## src/pcde_pkg.sv

```systemverilog
// ****************************************
// shared constants and types
// ****************************************
package pcde_pkg;

  // ****************************************
  // register indices, byte address is index times four
  // ****************************************
  localparam int ADDR_LSB = 2;
  localparam logic [7:0] IDX_PORT_C = 8'h07;
  localparam logic [7:0] IDX_PORT_D = 8'h08;
  localparam logic [7:0] IDX_PORT_E = 8'h09;
  localparam logic [7:0] IDX_DIR_C = 8'h87;
  localparam logic [7:0] IDX_DIR_D = 8'h88;
  localparam logic [7:0] IDX_DIR_E = 8'h89;
  localparam logic [7:0] IDX_ANALOG = 8'h9F;

  // ****************************************
  // reset values and field layout
  // ****************************************
  localparam logic [7:0] DIR_C_RST = 8'hFF;
  localparam logic [7:0] DIR_D_RST = 8'hFF;
  localparam logic [2:0] DIR_E_RST = 3'h7;
  localparam logic [7:0] ANALOG_RST = 8'h00;
  localparam logic [7:0] ANALOG_WMASK = 8'h8F; // result format bit and pin config field
  localparam int E_DIR_W = 3;
  localparam int PCFG_LSB = 1; // upper three bits of the pin config field
  localparam logic [2:0] PCFG_E_DIGITAL = 3'h3; // field 6 or 7: port e pins digital
  localparam int E_OVR_BIT = 5;
  localparam int E_MODE_BIT = 4;
  localparam logic [7:0] PC_SHARE_MASK = 8'hC7; // bits 0,1,2,6,7 carry peripherals

  // ****************************************
  // bus answers
  // ****************************************
  localparam logic [1:0] RESP_OKAY = 2'h0;
  localparam logic [1:0] RESP_DECERR = 2'h3;

  // ****************************************
  // types
  // ****************************************
  typedef struct packed {
    logic [7:0] ovr; // peripheral enabled and owning the pin
    logic [7:0] dir_in; // 1 forces input, 0 forces output
    logic [7:0] dout; // peripheral output value
  } pcde_periph_t;

  typedef struct packed {
    logic input_full_flag;
    logic output_full_flag;
    logic input_overrun_flag;
    logic drive;
  } pcde_psp_stat_t;

  typedef enum logic [0:0] {
    WS_IDLE = 1'b0,
    WS_RESP = 1'b1
  } pcde_wstate_t;

endpackage

```

## src/pcde_top.sv

```systemverilog
`timescale 1ns/1ps
`default_nettype none
module pcde_top #(
  parameter int AW = 12
) (
  input wire logic clk,
  input wire logic resetn,
  input wire logic [AW-1:0] awaddr,
  input wire logic awvalid,
  output logic awready,
  input wire logic [31:0] wdata,
  input wire logic [3:0] wstrb,
  input wire logic wvalid,
  output logic wready,
  output logic [1:0] bresp,
  output logic bvalid,
  input wire logic bready,
  input wire logic [AW-1:0] araddr,
  input wire logic arvalid,
  output logic arready,
  output logic [31:0] rdata,
  output logic [1:0] rresp,
  output logic rvalid,
  input wire logic rready,
  input wire logic [7:0] pc_in,
  output logic [7:0] pc_out,
  output logic [7:0] pc_oe,
  input wire pcde_pkg::pcde_periph_t periph,
  output logic [7:0] pc_level,
  input wire logic [7:0] pd_in,
  output logic [7:0] pd_out,
  output logic [7:0] pd_oe,
  input wire logic [2:0] pe_in,
  output logic [2:0] pe_out,
  output logic [2:0] pe_oe,
  output logic [2:0] pe_analog
);
  // ****************************************
  // declarations
  // ****************************************
  pcde_pkg::pcde_wstate_t wstate_reg;
  logic aw_held_reg;
  logic w_held_reg;
  logic [AW-1:0] waddr_reg;
  logic [7:0] wbyte_reg;
  logic wlane_reg;
  logic [1:0] bresp_reg;
  logic rvalid_reg;
  logic [31:0] rdata_reg;
  logic [1:0] rresp_reg;
  logic wr_fire;
  logic ar_fire;
  logic wr_hit;
  logic wr_en;
  logic rd_hit;
  logic [7:0] rd_byte;
  logic [7:0] lat_c_reg;
  logic [7:0] lat_d_reg;
  logic [2:0] lat_e_reg;
  logic [7:0] dir_c_reg;
  logic [7:0] dir_d_reg;
  logic [2:0] dir_e_reg;
  logic mode_reg;
  logic [7:0] analog_reg;
  logic [7:0] pc_sync;
  logic [7:0] pd_sync;
  logic [2:0] pe_sync;
  logic [7:0] pc_sel;
  logic [7:0] pc_out_reg;
  logic [7:0] pc_oe_reg;
  logic [7:0] psp_in;
  pcde_pkg::pcde_psp_stat_t stat;

  // ****************************************
  // address decode helper
  // ****************************************
  // true when a byte address equals a register index times four
  function automatic logic is_reg(input logic [AW-1:0] a, input logic [7:0] idx);
    logic [AW-1:0] want;
    want = AW'(idx) << pcde_pkg::ADDR_LSB;
    is_reg = (a == want);
  endfunction

  // true when a byte address hits any register
  function automatic logic any_reg(input logic [AW-1:0] a);
    any_reg = is_reg(a, pcde_pkg::IDX_PORT_C) | is_reg(a, pcde_pkg::IDX_PORT_D)
      | is_reg(a, pcde_pkg::IDX_PORT_E) | is_reg(a, pcde_pkg::IDX_DIR_C)
      | is_reg(a, pcde_pkg::IDX_DIR_D) | is_reg(a, pcde_pkg::IDX_DIR_E)
      | is_reg(a, pcde_pkg::IDX_ANALOG);
  endfunction

  // ****************************************
  // pin synchronisers
  // ****************************************
  pcde_sync #(.W(8)) u_sync_c (
    .clk(clk),
    .resetn(resetn),
    .d(pc_in),
    .q(pc_sync)
  );

  pcde_sync #(.W(8)) u_sync_d (
    .clk(clk),
    .resetn(resetn),
    .d(pd_in),
    .q(pd_sync)
  );

  pcde_sync #(.W(3)) u_sync_e (
    .clk(clk),
    .resetn(resetn),
    .d(pe_in),
    .q(pe_sync)
  );

  // ****************************************
  // write channel
  // ****************************************
  assign awready = ~aw_held_reg & (wstate_reg == pcde_pkg::WS_IDLE);
  assign wready = ~w_held_reg & (wstate_reg == pcde_pkg::WS_IDLE);
  assign wr_fire = aw_held_reg & w_held_reg & (wstate_reg == pcde_pkg::WS_IDLE);
  assign wr_hit = any_reg(waddr_reg);
  assign wr_en = wr_fire & wr_hit & wlane_reg;

  // address and data taken in either order
  always_ff @(posedge clk or negedge resetn) begin
    if (!resetn) begin
      aw_held_reg <= 1'b0;
      w_held_reg <= 1'b0;
      waddr_reg <= '0;
      wbyte_reg <= 8'h00;
      wlane_reg <= 1'b0;
    end else if (wr_fire) begin
      aw_held_reg <= 1'b0;
      w_held_reg <= 1'b0;
    end else begin
      if (awvalid && awready) begin
        aw_held_reg <= 1'b1;
        waddr_reg <= awaddr;
      end
      if (wvalid && wready) begin
        w_held_reg <= 1'b1;
        wbyte_reg <= wdata[7:0];
        wlane_reg <= wstrb[0];
      end
    end
  end

  // response state
  always_ff @(posedge clk or negedge resetn) begin
    if (!resetn) begin
      wstate_reg <= pcde_pkg::WS_IDLE;
      bresp_reg <= pcde_pkg::RESP_OKAY;
    end else begin
      case (wstate_reg)
        pcde_pkg::WS_IDLE: begin
          if (wr_fire) begin
            wstate_reg <= pcde_pkg::WS_RESP;
            bresp_reg <= wr_hit ? pcde_pkg::RESP_OKAY : pcde_pkg::RESP_DECERR;
          end
        end
        pcde_pkg::WS_RESP: begin
          if (bready) begin
            wstate_reg <= pcde_pkg::WS_IDLE;
          end
        end
        default: begin
          wstate_reg <= pcde_pkg::WS_IDLE;
        end
      endcase
    end
  end

  assign bvalid = (wstate_reg == pcde_pkg::WS_RESP);
  assign bresp = bresp_reg;

  // ****************************************
  // read channel
  // ****************************************
  assign arready = ~rvalid_reg;
  assign ar_fire = arvalid & arready;

  // read data select
  always_comb begin
    rd_hit = 1'b1;
    rd_byte = 8'h00;
    if (is_reg(araddr, pcde_pkg::IDX_PORT_C)) begin
      rd_byte = pc_sync;
    end else if (is_reg(araddr, pcde_pkg::IDX_PORT_D)) begin
      rd_byte = mode_reg ? psp_in : pd_sync;
    end else if (is_reg(araddr, pcde_pkg::IDX_PORT_E)) begin
      rd_byte = {5'h00, pe_sync & ~pe_analog};
    end else if (is_reg(araddr, pcde_pkg::IDX_DIR_C)) begin
      rd_byte = dir_c_reg;
    end else if (is_reg(araddr, pcde_pkg::IDX_DIR_D)) begin
      rd_byte = dir_d_reg;
    end else if (is_reg(araddr, pcde_pkg::IDX_DIR_E)) begin
      rd_byte = {stat.input_full_flag, stat.output_full_flag, stat.input_overrun_flag, mode_reg, 1'b0, dir_e_reg};
    end else if (is_reg(araddr, pcde_pkg::IDX_ANALOG)) begin
      rd_byte = analog_reg;
    end else begin
      rd_hit = 1'b0;
    end
  end

  // read answer one cycle after the address is taken
  always_ff @(posedge clk or negedge resetn) begin
    if (!resetn) begin
      rvalid_reg <= 1'b0;
      rdata_reg <= 32'h0000_0000;
      rresp_reg <= pcde_pkg::RESP_OKAY;
    end else if (ar_fire) begin
      rvalid_reg <= 1'b1;
      rdata_reg <= {24'h00_0000, rd_byte};
      rresp_reg <= rd_hit ? pcde_pkg::RESP_OKAY : pcde_pkg::RESP_DECERR;
    end else if (rready) begin
      rvalid_reg <= 1'b0;
    end
  end

  assign rvalid = rvalid_reg;
  assign rdata = rdata_reg;
  assign rresp = rresp_reg;

  // ****************************************
  // output latches
  // ****************************************
  // data writes land in latches, never in the pins
  always_ff @(posedge clk or negedge resetn) begin
    if (!resetn) begin
      lat_c_reg <= 8'h00;
      lat_d_reg <= 8'h00;
      lat_e_reg <= 3'h0;
    end else if (wr_en) begin
      if (is_reg(waddr_reg, pcde_pkg::IDX_PORT_C)) begin
        lat_c_reg <= wbyte_reg;
      end else if (is_reg(waddr_reg, pcde_pkg::IDX_PORT_D)) begin
        lat_d_reg <= wbyte_reg;
      end else if (is_reg(waddr_reg, pcde_pkg::IDX_PORT_E)) begin
        lat_e_reg <= wbyte_reg[2:0];
      end
    end
  end

  // ****************************************
  // direction and configuration registers
  // ****************************************
  always_ff @(posedge clk or negedge resetn) begin
    if (!resetn) begin
      dir_c_reg <= pcde_pkg::DIR_C_RST;
      dir_d_reg <= pcde_pkg::DIR_D_RST;
      dir_e_reg <= pcde_pkg::DIR_E_RST;
      mode_reg <= 1'b0;
    end else if (wr_en) begin
      if (is_reg(waddr_reg, pcde_pkg::IDX_DIR_C)) begin
        dir_c_reg <= wbyte_reg;
      end else if (is_reg(waddr_reg, pcde_pkg::IDX_DIR_D)) begin
        dir_d_reg <= wbyte_reg;
      end else if (is_reg(waddr_reg, pcde_pkg::IDX_DIR_E)) begin
        dir_e_reg <= wbyte_reg[pcde_pkg::E_DIR_W-1:0];
        mode_reg <= wbyte_reg[pcde_pkg::E_MODE_BIT];
      end
    end
  end

  // analog config, zero after reset leaves port e analog
  always_ff @(posedge clk or negedge resetn) begin
    if (!resetn) begin
      analog_reg <= pcde_pkg::ANALOG_RST;
    end else if (wr_en && is_reg(waddr_reg, pcde_pkg::IDX_ANALOG)) begin
      analog_reg <= wbyte_reg & pcde_pkg::ANALOG_WMASK;
    end
  end

  // port e pins analog unless the config field selects digital
  assign pe_analog = (analog_reg[pcde_pkg::PCFG_LSB +: 3] == pcde_pkg::PCFG_E_DIGITAL) ? 3'h0 : 3'h7;

  // ****************************************
  // slave port
  // ****************************************
  // strobes are read straight from port e pins; digital setup is firmware's job
  pcde_psp u_psp (
    .clk(clk),
    .resetn(resetn),
    .mode(mode_reg),
    .cs_n(pe_sync[2]),
    .rd_n(pe_sync[0]),
    .wr_n(pe_sync[1]),
    .din(pd_sync),
    .fw_wr_data(wr_en & is_reg(waddr_reg, pcde_pkg::IDX_PORT_D)),
    .fw_rd_data(ar_fire & is_reg(araddr, pcde_pkg::IDX_PORT_D)),
    .ovr_wr(wr_en & is_reg(waddr_reg, pcde_pkg::IDX_DIR_E)),
    .ovr_wdata(wbyte_reg[pcde_pkg::E_OVR_BIT]),
    .in_latch(psp_in),
    .stat(stat)
  );

  // ****************************************
  // port c pin drive
  // ****************************************
  // peripherals own only their documented pins
  assign pc_sel = pcde_pkg::PC_SHARE_MASK & periph.ovr;

  // registered drive, peripheral direction wins while enabled
  always_ff @(posedge clk or negedge resetn) begin
    if (!resetn) begin
      pc_oe_reg <= 8'h00;
      pc_out_reg <= 8'h00;
    end else begin
      pc_oe_reg <= (pc_sel & ~periph.dir_in) | (~pc_sel & ~dir_c_reg);
      pc_out_reg <= (pc_sel & periph.dout) | (~pc_sel & lat_c_reg);
    end
  end

  assign pc_oe = pc_oe_reg;
  assign pc_out = pc_out_reg;
  assign pc_level = pc_sync; // synced pins for capture, serial and timer inputs

  // ****************************************
  // port d and e pin drive
  // ****************************************
  // slave mode: host read strobe drives the bus, direction ignored
  assign pd_oe = mode_reg ? {8{stat.drive}} : ~dir_d_reg;
  assign pd_out = lat_d_reg;
  assign pe_oe = ~dir_e_reg;
  assign pe_out = lat_e_reg;
endmodule
`default_nettype wire

```

## src/pcde_sync.sv

```systemverilog
`timescale 1ns/1ps
`default_nettype none
// ****************************************
// three-stage pin synchroniser, accept when stages two and three agree
// ****************************************
module pcde_sync #(
  parameter int W = 8
) (
  input wire logic clk,
  input wire logic resetn,
  input wire logic [W-1:0] d,
  output logic [W-1:0] q
);
  logic [W-1:0] ff1_reg;
  logic [W-1:0] ff2_reg;
  logic [W-1:0] ff3_reg;
  logic [W-1:0] q_reg;

  // shift chain
  always_ff @(posedge clk or negedge resetn) begin
    if (!resetn) begin
      ff1_reg <= '0;
      ff2_reg <= '0;
      ff3_reg <= '0;
    end else begin
      ff1_reg <= d;
      ff2_reg <= ff1_reg;
      ff3_reg <= ff2_reg;
    end
  end

  // take a bit only once two stages agree
  always_ff @(posedge clk or negedge resetn) begin
    if (!resetn) begin
      q_reg <= '0;
    end else begin
      q_reg <= (~(ff2_reg ^ ff3_reg) & ff3_reg) | ((ff2_reg ^ ff3_reg) & q_reg);
    end
  end

  assign q = q_reg;
endmodule
`default_nettype wire

```

## src/pcde_psp.sv

```systemverilog
`timescale 1ns/1ps
`default_nettype none
// ****************************************
// parallel slave port strobe handling and flags
// ****************************************
module pcde_psp (
  input wire logic clk,
  input wire logic resetn,
  input wire logic mode,
  input wire logic cs_n,
  input wire logic rd_n,
  input wire logic wr_n,
  input wire logic [7:0] din,
  input wire logic fw_wr_data,
  input wire logic fw_rd_data,
  input wire logic ovr_wr,
  input wire logic ovr_wdata,
  output logic [7:0] in_latch,
  output pcde_pkg::pcde_psp_stat_t stat
);
  logic wr_act;
  logic rd_act;
  logic wr_act_reg;
  logic rd_act_reg;
  logic wr_done;
  logic rd_start;
  logic [7:0] in_latch_reg;
  logic ibf_reg;
  logic obf_reg;
  logic input_overrun_flag_reg;

  // strobes count only while selected and in slave mode
  assign wr_act = mode & ~cs_n & ~wr_n;
  assign rd_act = mode & ~cs_n & ~rd_n;
  assign wr_done = wr_act_reg & ~wr_act;
  assign rd_start = rd_act & ~rd_act_reg;

  // edge history of the strobes
  always_ff @(posedge clk or negedge resetn) begin
    if (!resetn) begin
      wr_act_reg <= 1'b0;
      rd_act_reg <= 1'b0;
    end else begin
      wr_act_reg <= wr_act;
      rd_act_reg <= rd_act;
    end
  end

  // host data captured while the write is active
  always_ff @(posedge clk or negedge resetn) begin
    if (!resetn) begin
      in_latch_reg <= 8'h00;
    end else if (wr_act) begin
      in_latch_reg <= din;
    end
  end

  // input full: set at end of host write, set beats firmware read
  always_ff @(posedge clk or negedge resetn) begin
    if (!resetn) begin
      ibf_reg <= 1'b0;
    end else if (!mode) begin
      ibf_reg <= 1'b0;
    end else if (wr_done) begin
      ibf_reg <= 1'b1;
    end else if (fw_rd_data) begin
      ibf_reg <= 1'b0;
    end
  end

  // output full: set by firmware write, cleared when host read begins
  always_ff @(posedge clk or negedge resetn) begin
    if (!resetn) begin
      obf_reg <= 1'b0;
    end else if (!mode) begin
      obf_reg <= 1'b0;
    end else if (fw_wr_data) begin
      obf_reg <= 1'b1;
    end else if (rd_start) begin
      obf_reg <= 1'b0;
    end
  end

  // overrun: hardware set wins, survives leaving slave mode
  always_ff @(posedge clk or negedge resetn) begin
    if (!resetn) begin
      input_overrun_flag_reg <= 1'b0;
    end else if (wr_done && ibf_reg) begin
      input_overrun_flag_reg <= 1'b1;
    end else if (ovr_wr) begin
      input_overrun_flag_reg <= ovr_wdata;
    end
  end

  assign in_latch = in_latch_reg;
  assign stat.input_full_flag = ibf_reg;
  assign stat.output_full_flag = obf_reg;
  assign stat.input_overrun_flag = input_overrun_flag_reg;
  assign stat.drive = rd_act;
endmodule
`default_nettype wire

```

## config.mk

```make
export PLATFORM = sky130hd
export DESIGN_NAME = pcde_top
export DESIGN_NICKNAME = d
export VERILOG_FILES = /design/src/pcde_pkg.sv /design/src/pcde_top.sv /design/src/pcde_sync.sv /design/src/pcde_psp.sv
export SDC_FILE = /design/constraint.sdc
export NUM_CORES = 1
export LEC_CHECK = 0
export BUFFER_PORTS_ARGS = -buffer_cell sky130_fd_sc_hd__buf_2
export CAP_MARGIN = 20
export CELL_PAD_IN_SITES_DETAIL_PLACEMENT = 2
export CELL_PAD_IN_SITES_GLOBAL_PLACEMENT = 2
export CORE_MARGIN = 2
export CORE_UTILIZATION = 37
export DETAILED_ROUTE_END_ITERATION = 8
export PLACE_DENSITY_LB_ADDON = 0.25
export SLEW_MARGIN = 20
export SYNTH_ARGS = -nofsm -noshare
export SYNTH_HDL_FRONTEND = slang
export SYNTH_SLANG_ARGS = --single-unit
```

## constraint.sdc

```tcl
create_clock -name clk -period 4.85 [get_ports clk]
set_input_delay 0 -clock clk [delete_from_list [all_inputs] [get_ports clk]]
set_output_delay 0 -clock clk [all_outputs]
set_load 0.02 [all_outputs]
```

# Word-level counts from Yosys, hierarchy flattened
# Cells that the tools add are included.
# totals
output_inout_bits,90
regBits,186
elab_cells,171
# classes
reduce_logical,17
eq_ne,17
muxes,36
n_bitwise,63
# ops
cell,n
$eq A12 B10 Y1 const B,8
$mux W8,9
$and A8 B8 Y8,8
$eq A12 B6 Y1 const B,4
$not A8 Y8,6
$or A8 B8 Y8,4
$eq A12 B5 Y1 const B,2
$mux W1,23
$xor A8 B8 Y8,2
$and A1 B1 Y1,15
$not A1 Y1,14
$reduce_and A2 Y1,5
$and A3 B3 Y3,3
$not A3 Y3,3
$reduce_and A4 Y1,2
$reduce_bool A2 Y1,4
$ne A3 B1 Y1 const B,2
$or A1 B1 Y1,6
$reduce_and A3 Y1,2
$logic_and A1 B1 Y1,4
$mux W2,2
$eq A3 B2 Y1 const B,1
$mux W3,1
$or A3 B3 Y3,1
2 further kinds,2

# Logic depth before layout (Yosys ltp)
# Gate-level depths: netlist of the first run.
# depth
ltp_word,12
depth_mapped,6
depth_no_buf,5

# Hierarchy
# From an unflattened synthesis of the first run, not the netlist that was laid out.
# hier_totals
cells_unflattened,512
hier_area_um2,7198.2
# modules_own_cells
mod,seq_area_each_um2,cells_per_inst,instances,area_per_inst_um2
pcde_top,2401.1,380,1,4549.4
pcde_sync (u_sync_c ...),800.8,40,2,890.9
pcde_psp,325.3,37,1,533.0
pcde_sync (u_sync_e),300.3,15,1,334.1

# Worst setup path after synthesis of the first run
# Ideal clock, no wire load.
# synth_path
path_type,flip-flop to flip-flop
from,"register wstate_reg, in the netlist bvalid"
to,register waddr_reg[10]
t_arrival_ns,1.809
setup_slack_ns,2.916
setup_time_ns,0.125
path_stages_with_launch,5
cell_sequence,dfrtp_1 nor2_1 and2_0 clkbuf_1 mux2_2
# synth_between
elab_chain_len,4
elab_cells_between_ends,6
# synth_rtl
item,line_no,rtl
"start, declared",pcde_top.sv:41,pcde_pkg::pcde_wstate_t wstate_reg;
"start signal, assigned",pcde_top.sv:152,wstate_reg <= pcde_pkg::WS_IDLE;
"start signal, assigned",pcde_top.sv:158,wstate_reg <= pcde_pkg::WS_RESP;
"start signal, assigned",pcde_top.sv:164,wstate_reg <= pcde_pkg::WS_IDLE;
$not A1 Y1,--,
$and A1 B1 Y1,pcde_top.sv:119,assign awready = ~aw_held_reg & (wstate_reg == pcde_pkg::WS_IDLE);
named net awready,pcde_top.sv:10,"output logic awready,"
$logic_and A1 B1 Y1,pcde_top.sv:137,if (awvalid && awready) begin
$reduce_and A2 Y1 (no source line),--,
"end signal, assigned",pcde_top.sv:139,waddr_reg <= awaddr;
"end, declared",pcde_top.sv:44,logic [AW-1:0] waddr_reg;
# The timed path passes the listed nets, and every way through them passes these cells.
# A chain may end at the register's enable or synchronous reset.

# Worst setup path in the final report of the first run
# layout_path
from,register mode_reg
to,output pd_oe[5]
# layout_between
elab_chain_len,3
# layout_rtl
item,line_no,rtl
"start, declared",pcde_top.sv:63,logic mode_reg;
"start signal, assigned",pcde_top.sv:261,mode_reg <= wbyte_reg[pcde_pkg::E_MODE_BIT];
$and A1 B1 Y1 (2 in a row),pcde_psp.sv:34,assign rd_act = mode & ~cs_n & ~rd_n;
$mux W8 (*),pcde_top.sv:323,assign pd_oe = mode_reg ? {8{stat.drive}} : ~dir_d_reg;
"end, declared",pcde_top.sv:32,"output logic [7:0] pd_oe,"
# Every way passes the cells marked *; elsewhere a longest branch is shown, timed or not.

==> results.yml, run 1 <==
floorplanning:
  core_mm2: 0.01877
  rows: 50
  die_x_um: 142.6
  pin_count: 200
  start_util_pct: 37.87
  die_area_mm2: 0.02033
  fp.dieH_um: 142.6
cts:
  cts_made_buffers: 17
  clkLatencyLatePin_ns: 0.43
  ctsResizeCount: 0
  post_cts_buffers: 0
  htree_levels: 4
  clkSinkCount: 184
  cts.root.buffer_cell: "clkbuf_16"
  path_clk_slew_ns: 0.07
  cts_buffer_depth: 2
  cts_tree: "done"
timing:
  slew_viol_final: 0
  finalCriticalPeriod_ns: 2.330
  setup_tns_ns: 0
  hold_viol_final: 0
  rsz0062_at_grt: "no"
  min_period_over_period_pct: 48.04
  slew_headroom_pct: 34.50
  max_freq_mhz: 429.2
  setup_viol: 0
  worst_slew_pin_slew_ns: 0.9825
  finClkSkew_ns: 0.01188
yosys:
  ys.warnings.count: 0
  syn_area_per_cell_um2: 14.02
  synthArstFlopShare_pct: 100.0
  ys_seq_area_share_pct: 65.12
  synth.distinct_cells: 54
  synth_top_cell_area_share_pct: 58.10
  netlist_instances: 507
  synthTopCellsByArea: "dfrtp_1 (58%), mux2_2 (12%), dfstp_2 (7.0%)"
  synthesis.area_mm2: 0.007107
  synth.most_common_cell: "dfrtp_1"
  synth_edf_count: 0
  synth-seq-cells: 184
  synth_commonest_cells: "dfrtp_1 (165), mux2_2 (75), buf_4 (28), o21ai_0 (28), nand2_1 (21)"
  synthFlopType: "dfrtp_1"
  yosysTopAreaCell: "dfrtp_1"
layout:
  syn2layout_area_growth_pct: 28.94
  instances_no_fill: 961
  fillCellCount: 1819
  layout.nets: 825
  drive_gt1_share_pct: 38.38
  antenna_cells: 0
placement:
  io_buffers: 139
  hpwl_mm: 12.75
  gp_congestion: 0.7866
  dp_cells: 865
worst_hold_path:
  min-delay-path-class: "in -> reg"
detailed_routing:
  drtAntennaViolNets: 0
  viasPerCell: 4.984
  wire_per_inst_um: 20.04
  dr.pass1.iters: 4
  route.detailed.drc: 0
  drt_wl_total_mm: 19.26
  num_vias: 4790
  drt_iter0_drc: 193
global_routing:
  grt_max_degree: 134
  antenna_found_initial: 0
  grt_pass1_wl_mm: 30.42
  grt_use_total_pct: 19.81
  gr-total-overflow: 0
  first_global_vias: 5358
setup_path:
  cp_top_family: "flip-flops"
  path_max_fanout: 22
  cp.arrival_ns: 2.33
  crit_type: "reg -> out"
  start_kind: "register"
  cp_slowest_cell: "dfrtp_1"
  crit_required_ns: 4.85
  path_cells: "or3b_2 > o21ai_0 > buf_2"
  worst-path-buf-inv: 1
  crit_path_max_incr_delay_ns: 0.85
  worstSetupEndpointType: "output port"
power:
  power_switching_uw: 1064
  comb_power_share_pct: 13.7
  p_sw_share_pct: 28.34
  internal-power_uw: 2691
  p_per_area_mw_per_mm2: 409.7
  peakVddDrop_mv: 0.2456
  pwr-share-seq_pct: 50.8
  leakage_uw: 0.004204
  pwr-share-clk_pct: 35.5
status:
  status: "finished clean"
job:
  cap_violations: 0
[worst register-to-register path: cells and delay by family, from the launching register on]
family           cells  cell delay (ns)
and+or+nand+nor      4             1.28
muxes                1             0.38
DFF                  1             0.39
[cell families after synthesis]
| logic type | Yosys count | synth area share, % |
|---|---|---|
| other | 1 | 0.05277 |
| adders and majority gates | 19 | 2.676 |
| AOI/OAI and AO/OA | 69 | 5.986 |
| muxes | 92 | 14.63 |
| DFF | 184 | 65.12 |
| buffers and inverters | 55 | 4.525 |
| and+or+nand+nor | 87 | 7.007 |
[area by class of cell]
cell class	count	area, um2	share of cell area (%)
Sequential cell	184	4628	50.51
Tap cell	234	292.8	3.195
Inverter	13	48.80	0.5325
Timing Repair Buffer	208	1386	15.13
Clock inverter	11	97.59	1.065
Clock buffer	20	466.7	5.093
Multi-Input combinational cell	291	2243	24.48
[power by group through the flow]
stage | combinational [uW] | sequential (uW) | clock [uW]
2_1_floorplan | 299 | 1870 | 0
3_3_place_gp | 447 | 1910 | 0
3_5_place_dp | 473 | 1930 | 0
4_1_cts | 517 | 1900 | 1360
5_1_grt | 566 | 1930 | 1420
6_report | 516 | 1910 | 1330
[through the flow]
step	util, %	total power, uW	worst slack, ns	hold slack (ns)	cell area, um2
after floorplan	-	2168	2.916	-0.2956	7193
after global placement	42.35	2354	2.775	0.1090	7948
after detailed placement	42.35	2404	2.707	0.1094	7948
after CTS	48.82	3782	2.488	0.05043	9163
after global routing	48.83	3924	2.400	0.08263	9164
final	48.83	3755	2.520	0.06045	9164
[worst paths after layout]
kind                                     start                  end  slack (ns)  depth (start not counted)
min in group asynchronous               resetn  u_sync_d.ff2_reg[2]        0.27                          2
hold reg to reg            u_sync_d.ff1_reg[3]  u_sync_d.ff2_reg[3]        0.35                          0
max in group asynchronous               resetn         waddr_reg[4]        3.34                          3
setup / recovery                      mode_reg             pd_oe[5]        2.52                          3
setup reg to reg                  waddr_reg[1]            pd_out[2]        2.69                          5
hold / removal                       araddr[9]             rdata[1]        0.06                          4
[metal layers]
layer | wire length, um | vias up | GRT usage (%)
met4 | 158 | 0 | 5.993
met1 | 8292 | 2491 | 24.99
li1 | - | 2164 | -
met2 | 10180 | 123 | 34.62
met5 | 0 | - | 0
met3 | 633 | 12 | 3.735
[layout by cell type, fill, tap and decap left out, drive strengths merged, types with 2 or more instances in the layout]
master,instances
buf,143
nor3b,2
nand3,10
dfstp,19
nor3,7
clkinvlp,4
inv,15
and2,3
dfrtp,165
maj3,19
a31oi,2
nor4,2
o22ai,3
o21a,3
and3,3
clkbuf,20
or3,4
o31ai,4
nor4b,2
nor2b,3
nand4,6
o21ai,28
clkinv,4
a32oi,3
a21oi,11
nand2,21
mux2,80
dlygate4sd3,65
conb,24
mux2i,12
nand2b,3
a21o,6
nor2,12
a221oi,2
nand4b,2
[what timing repair did]
action | 4_1_cts | 5_1_grt
endpoints found under the hold margin | 166 | 0
endpoints found under the setup margin | 0 | 0
hold buffers | 65 | 0
No activity file was read; power rests on OpenSTA's default activity.
==> inputs of run 2 (changes only) <==
CORE_UTILIZATION = 31   (was 37)
clock period = 2.1 ns   (was 4.85 ns; I/O delays follow)
==> results.yml, run 2 (synthesis results as in run 1) <==
status:
  status: "finished clean"
setup_path:
  crit_type: "reg -> reg"
  worstSetupEndpointType: "register"
  crit_path_max_incr_delay_ns: 0.59
  path_cells: "or4b_4 > or4_4 > mux2_4"
  cp_top_family: "simple AND/OR/NAND/NOR gates"
  crit_required_ns: 2.42
  start_kind: "register"
  cp.arrival_ns: 2.31
  path_max_fanout: 5
  cp_slowest_cell: "or4_4"
  worst-path-buf-inv: 0
floorplanning:
  pin_count: 200
  die_x_um: 155.4
  die_area_mm2: 0.02415
  core_mm2: 0.02257
  rows: 55
  start_util_pct: 31.49
  fp.dieH_um: 155.4
timing:
  finClkSkew_ns: 0.01096
  setup_tns_ns: 0
  max_freq_mhz: 503.0
  min_period_over_period_pct: 94.66
  slew_viol_final: 0
  slew_headroom_pct: 57.97
  fin_ws_ns: 0.1121
  hold_viol_final: 0
  setup_viol: 0
  worst_slew_pin_slew_ns: 0.6305
  finalCriticalPeriod_ns: 1.988
  rsz0062_at_grt: "no"
cts:
  cts_made_buffers: 17
  path_clk_slew_ns: 0.07
  cts.root.buffer_cell: "clkbuf_16"
  clkLatencyLatePin_ns: 0.44
  cts_buffer_depth: 2
  htree_levels: 4
  post_cts_buffers: 0
  cts_tree: "done"
  clkSinkCount: 184
power:
  peakVddDrop_mv: 0.4927
  leakage_uw: 0.004301
  p_per_area_mw_per_mm2: 921.5
detailed_routing:
  route.detailed.drc: 0
  drt_iter0_drc: 150
  num_vias: 4870
  drtAntennaViolNets: 0
  wire_per_inst_um: 18.74
  dr.pass1.iters: 4
  drt_wl_total_mm: 19.28
  viasPerCell: 4.733
layout:
  instances_no_fill: 1029
  final_cell_area_mm2: 0.009380
  antenna_cells: 0
  drive_gt1_share_pct: 40.19
  final_common_cell: "dfrtp_1"
  syn2layout_area_growth_pct: 31.99
  fillCellCount: 2300
  layout.nets: 841
  final_cell_mix: "dfrtp_1 (165), buf_2 (138), mux2_2 (75)"
placement:
  io_buffers: 139
  place_ws_ns: 0.09881
  hpwl_mm: 13.80
  dp_cells: 932
  dpl_cell_area_mm2: 0.008157
  gp_congestion: 0.7884
global_routing:
  grt_use_total_pct: 16.86
  antenna_found_initial: 0
  grt_pass1_wl_mm: 30.96
  gr-total-overflow: 0
  grt_max_degree: 76
  first_global_vias: 5459
job:
  cap_violations: 0
worst_hold_path:
  min-delay-path-class: "in -> reg"
run 2: cell types whose count changed in the layout (fill, tap and decap cells not counted), sizes merged:
cell | previous run | this run
bufinv | 1 | 0
buf | 143 | 158
clkbuf | 20 | 18
inv | 15 | 21
clkinvlp | 4 | 1
clkinv | 4 | 6
run 2: stage by stage:
stage | util (%) | hold WS [ns] | power (uW)
floorplan | - | -0.2956 | 5007
global placement | 36.14 | 0.06113 | 5482
detailed placement | 36.14 | 0.07444 | 5577
CTS | 41.51 | 0.06515 | 8788
global route | 41.56 | 0.1065 | 9106
finish | 41.56 | 0.08291 | 8644
run 2: where the power goes:
| group | total, uW | internal, uW | leakage, uW | switching (uW) |
|---|---|---|---|---|
| Combinational | 1210 | 593 | 0.00180 | 620 |
| Clock | 3060 | 1570 | 0.000278 | 1500 |
| Sequential | 4370 | 3920 | 0.00222 | 442 |
| Total | 8640 | 6080 | 0.00430 | 2560 |
run 2: metal layers:
layer	share of wire (%)	vias up	wire length, um	global-route usage [%]
met5	0	-	0	0
met4	1.5	0	289	5.679
met3	3.4	22	652	3.454
met2	54	109	10380	30.36
met1	41	2547	7956	20.06
li1	-	2192	-	-
run 2: final timing paths:
kind / endpoint / depth (start not counted) / slack (ns) / start
max: analog_reg[1] / 3 / 0.11 / waddr_reg[8]
min: rresp[0] / 5 / 0.08 / araddr[0]
max reg2reg: analog_reg[1] / 3 / 0.11 / waddr_reg[8]
min reg2reg: u_sync_c.ff2_reg[0] / 0 / 0.35 / u_sync_c.ff1_reg[0]
max in group asynchronous: dir_c_reg[4] / 3 / 1.15 / resetn
min in group asynchronous: u_sync_d.ff1_reg[5] / 2 / 0.14 / resetn
run 2: worst reg2reg max path: cells and delay by family (launching register included):
family        cells  cell delay, ns
flops             1            0.40
mux               1            0.34
simple gates      2            1.14
run 2: what timing repair did:
action	4_1_cts	5_1_grt
endpoints found under the hold margin	126	0
endpoints found under the setup margin	0	15
resized for setup	0	3
hold buffers	65	0
run 2: area by class of cell:
class / count / area [um2] / area share, %
clock buffers: 17 / 425.4 / 4.535
clock inverters: 15 / 137.6 / 1.467
inverters: 13 / 48.80 / 0.5202
multi-input cells: 291 / 2253 / 24.02
flip-flops and latches: 184 / 4628 / 49.34
well taps: 285 / 356.6 / 3.802
repair buffers: 224 / 1530 / 16.31
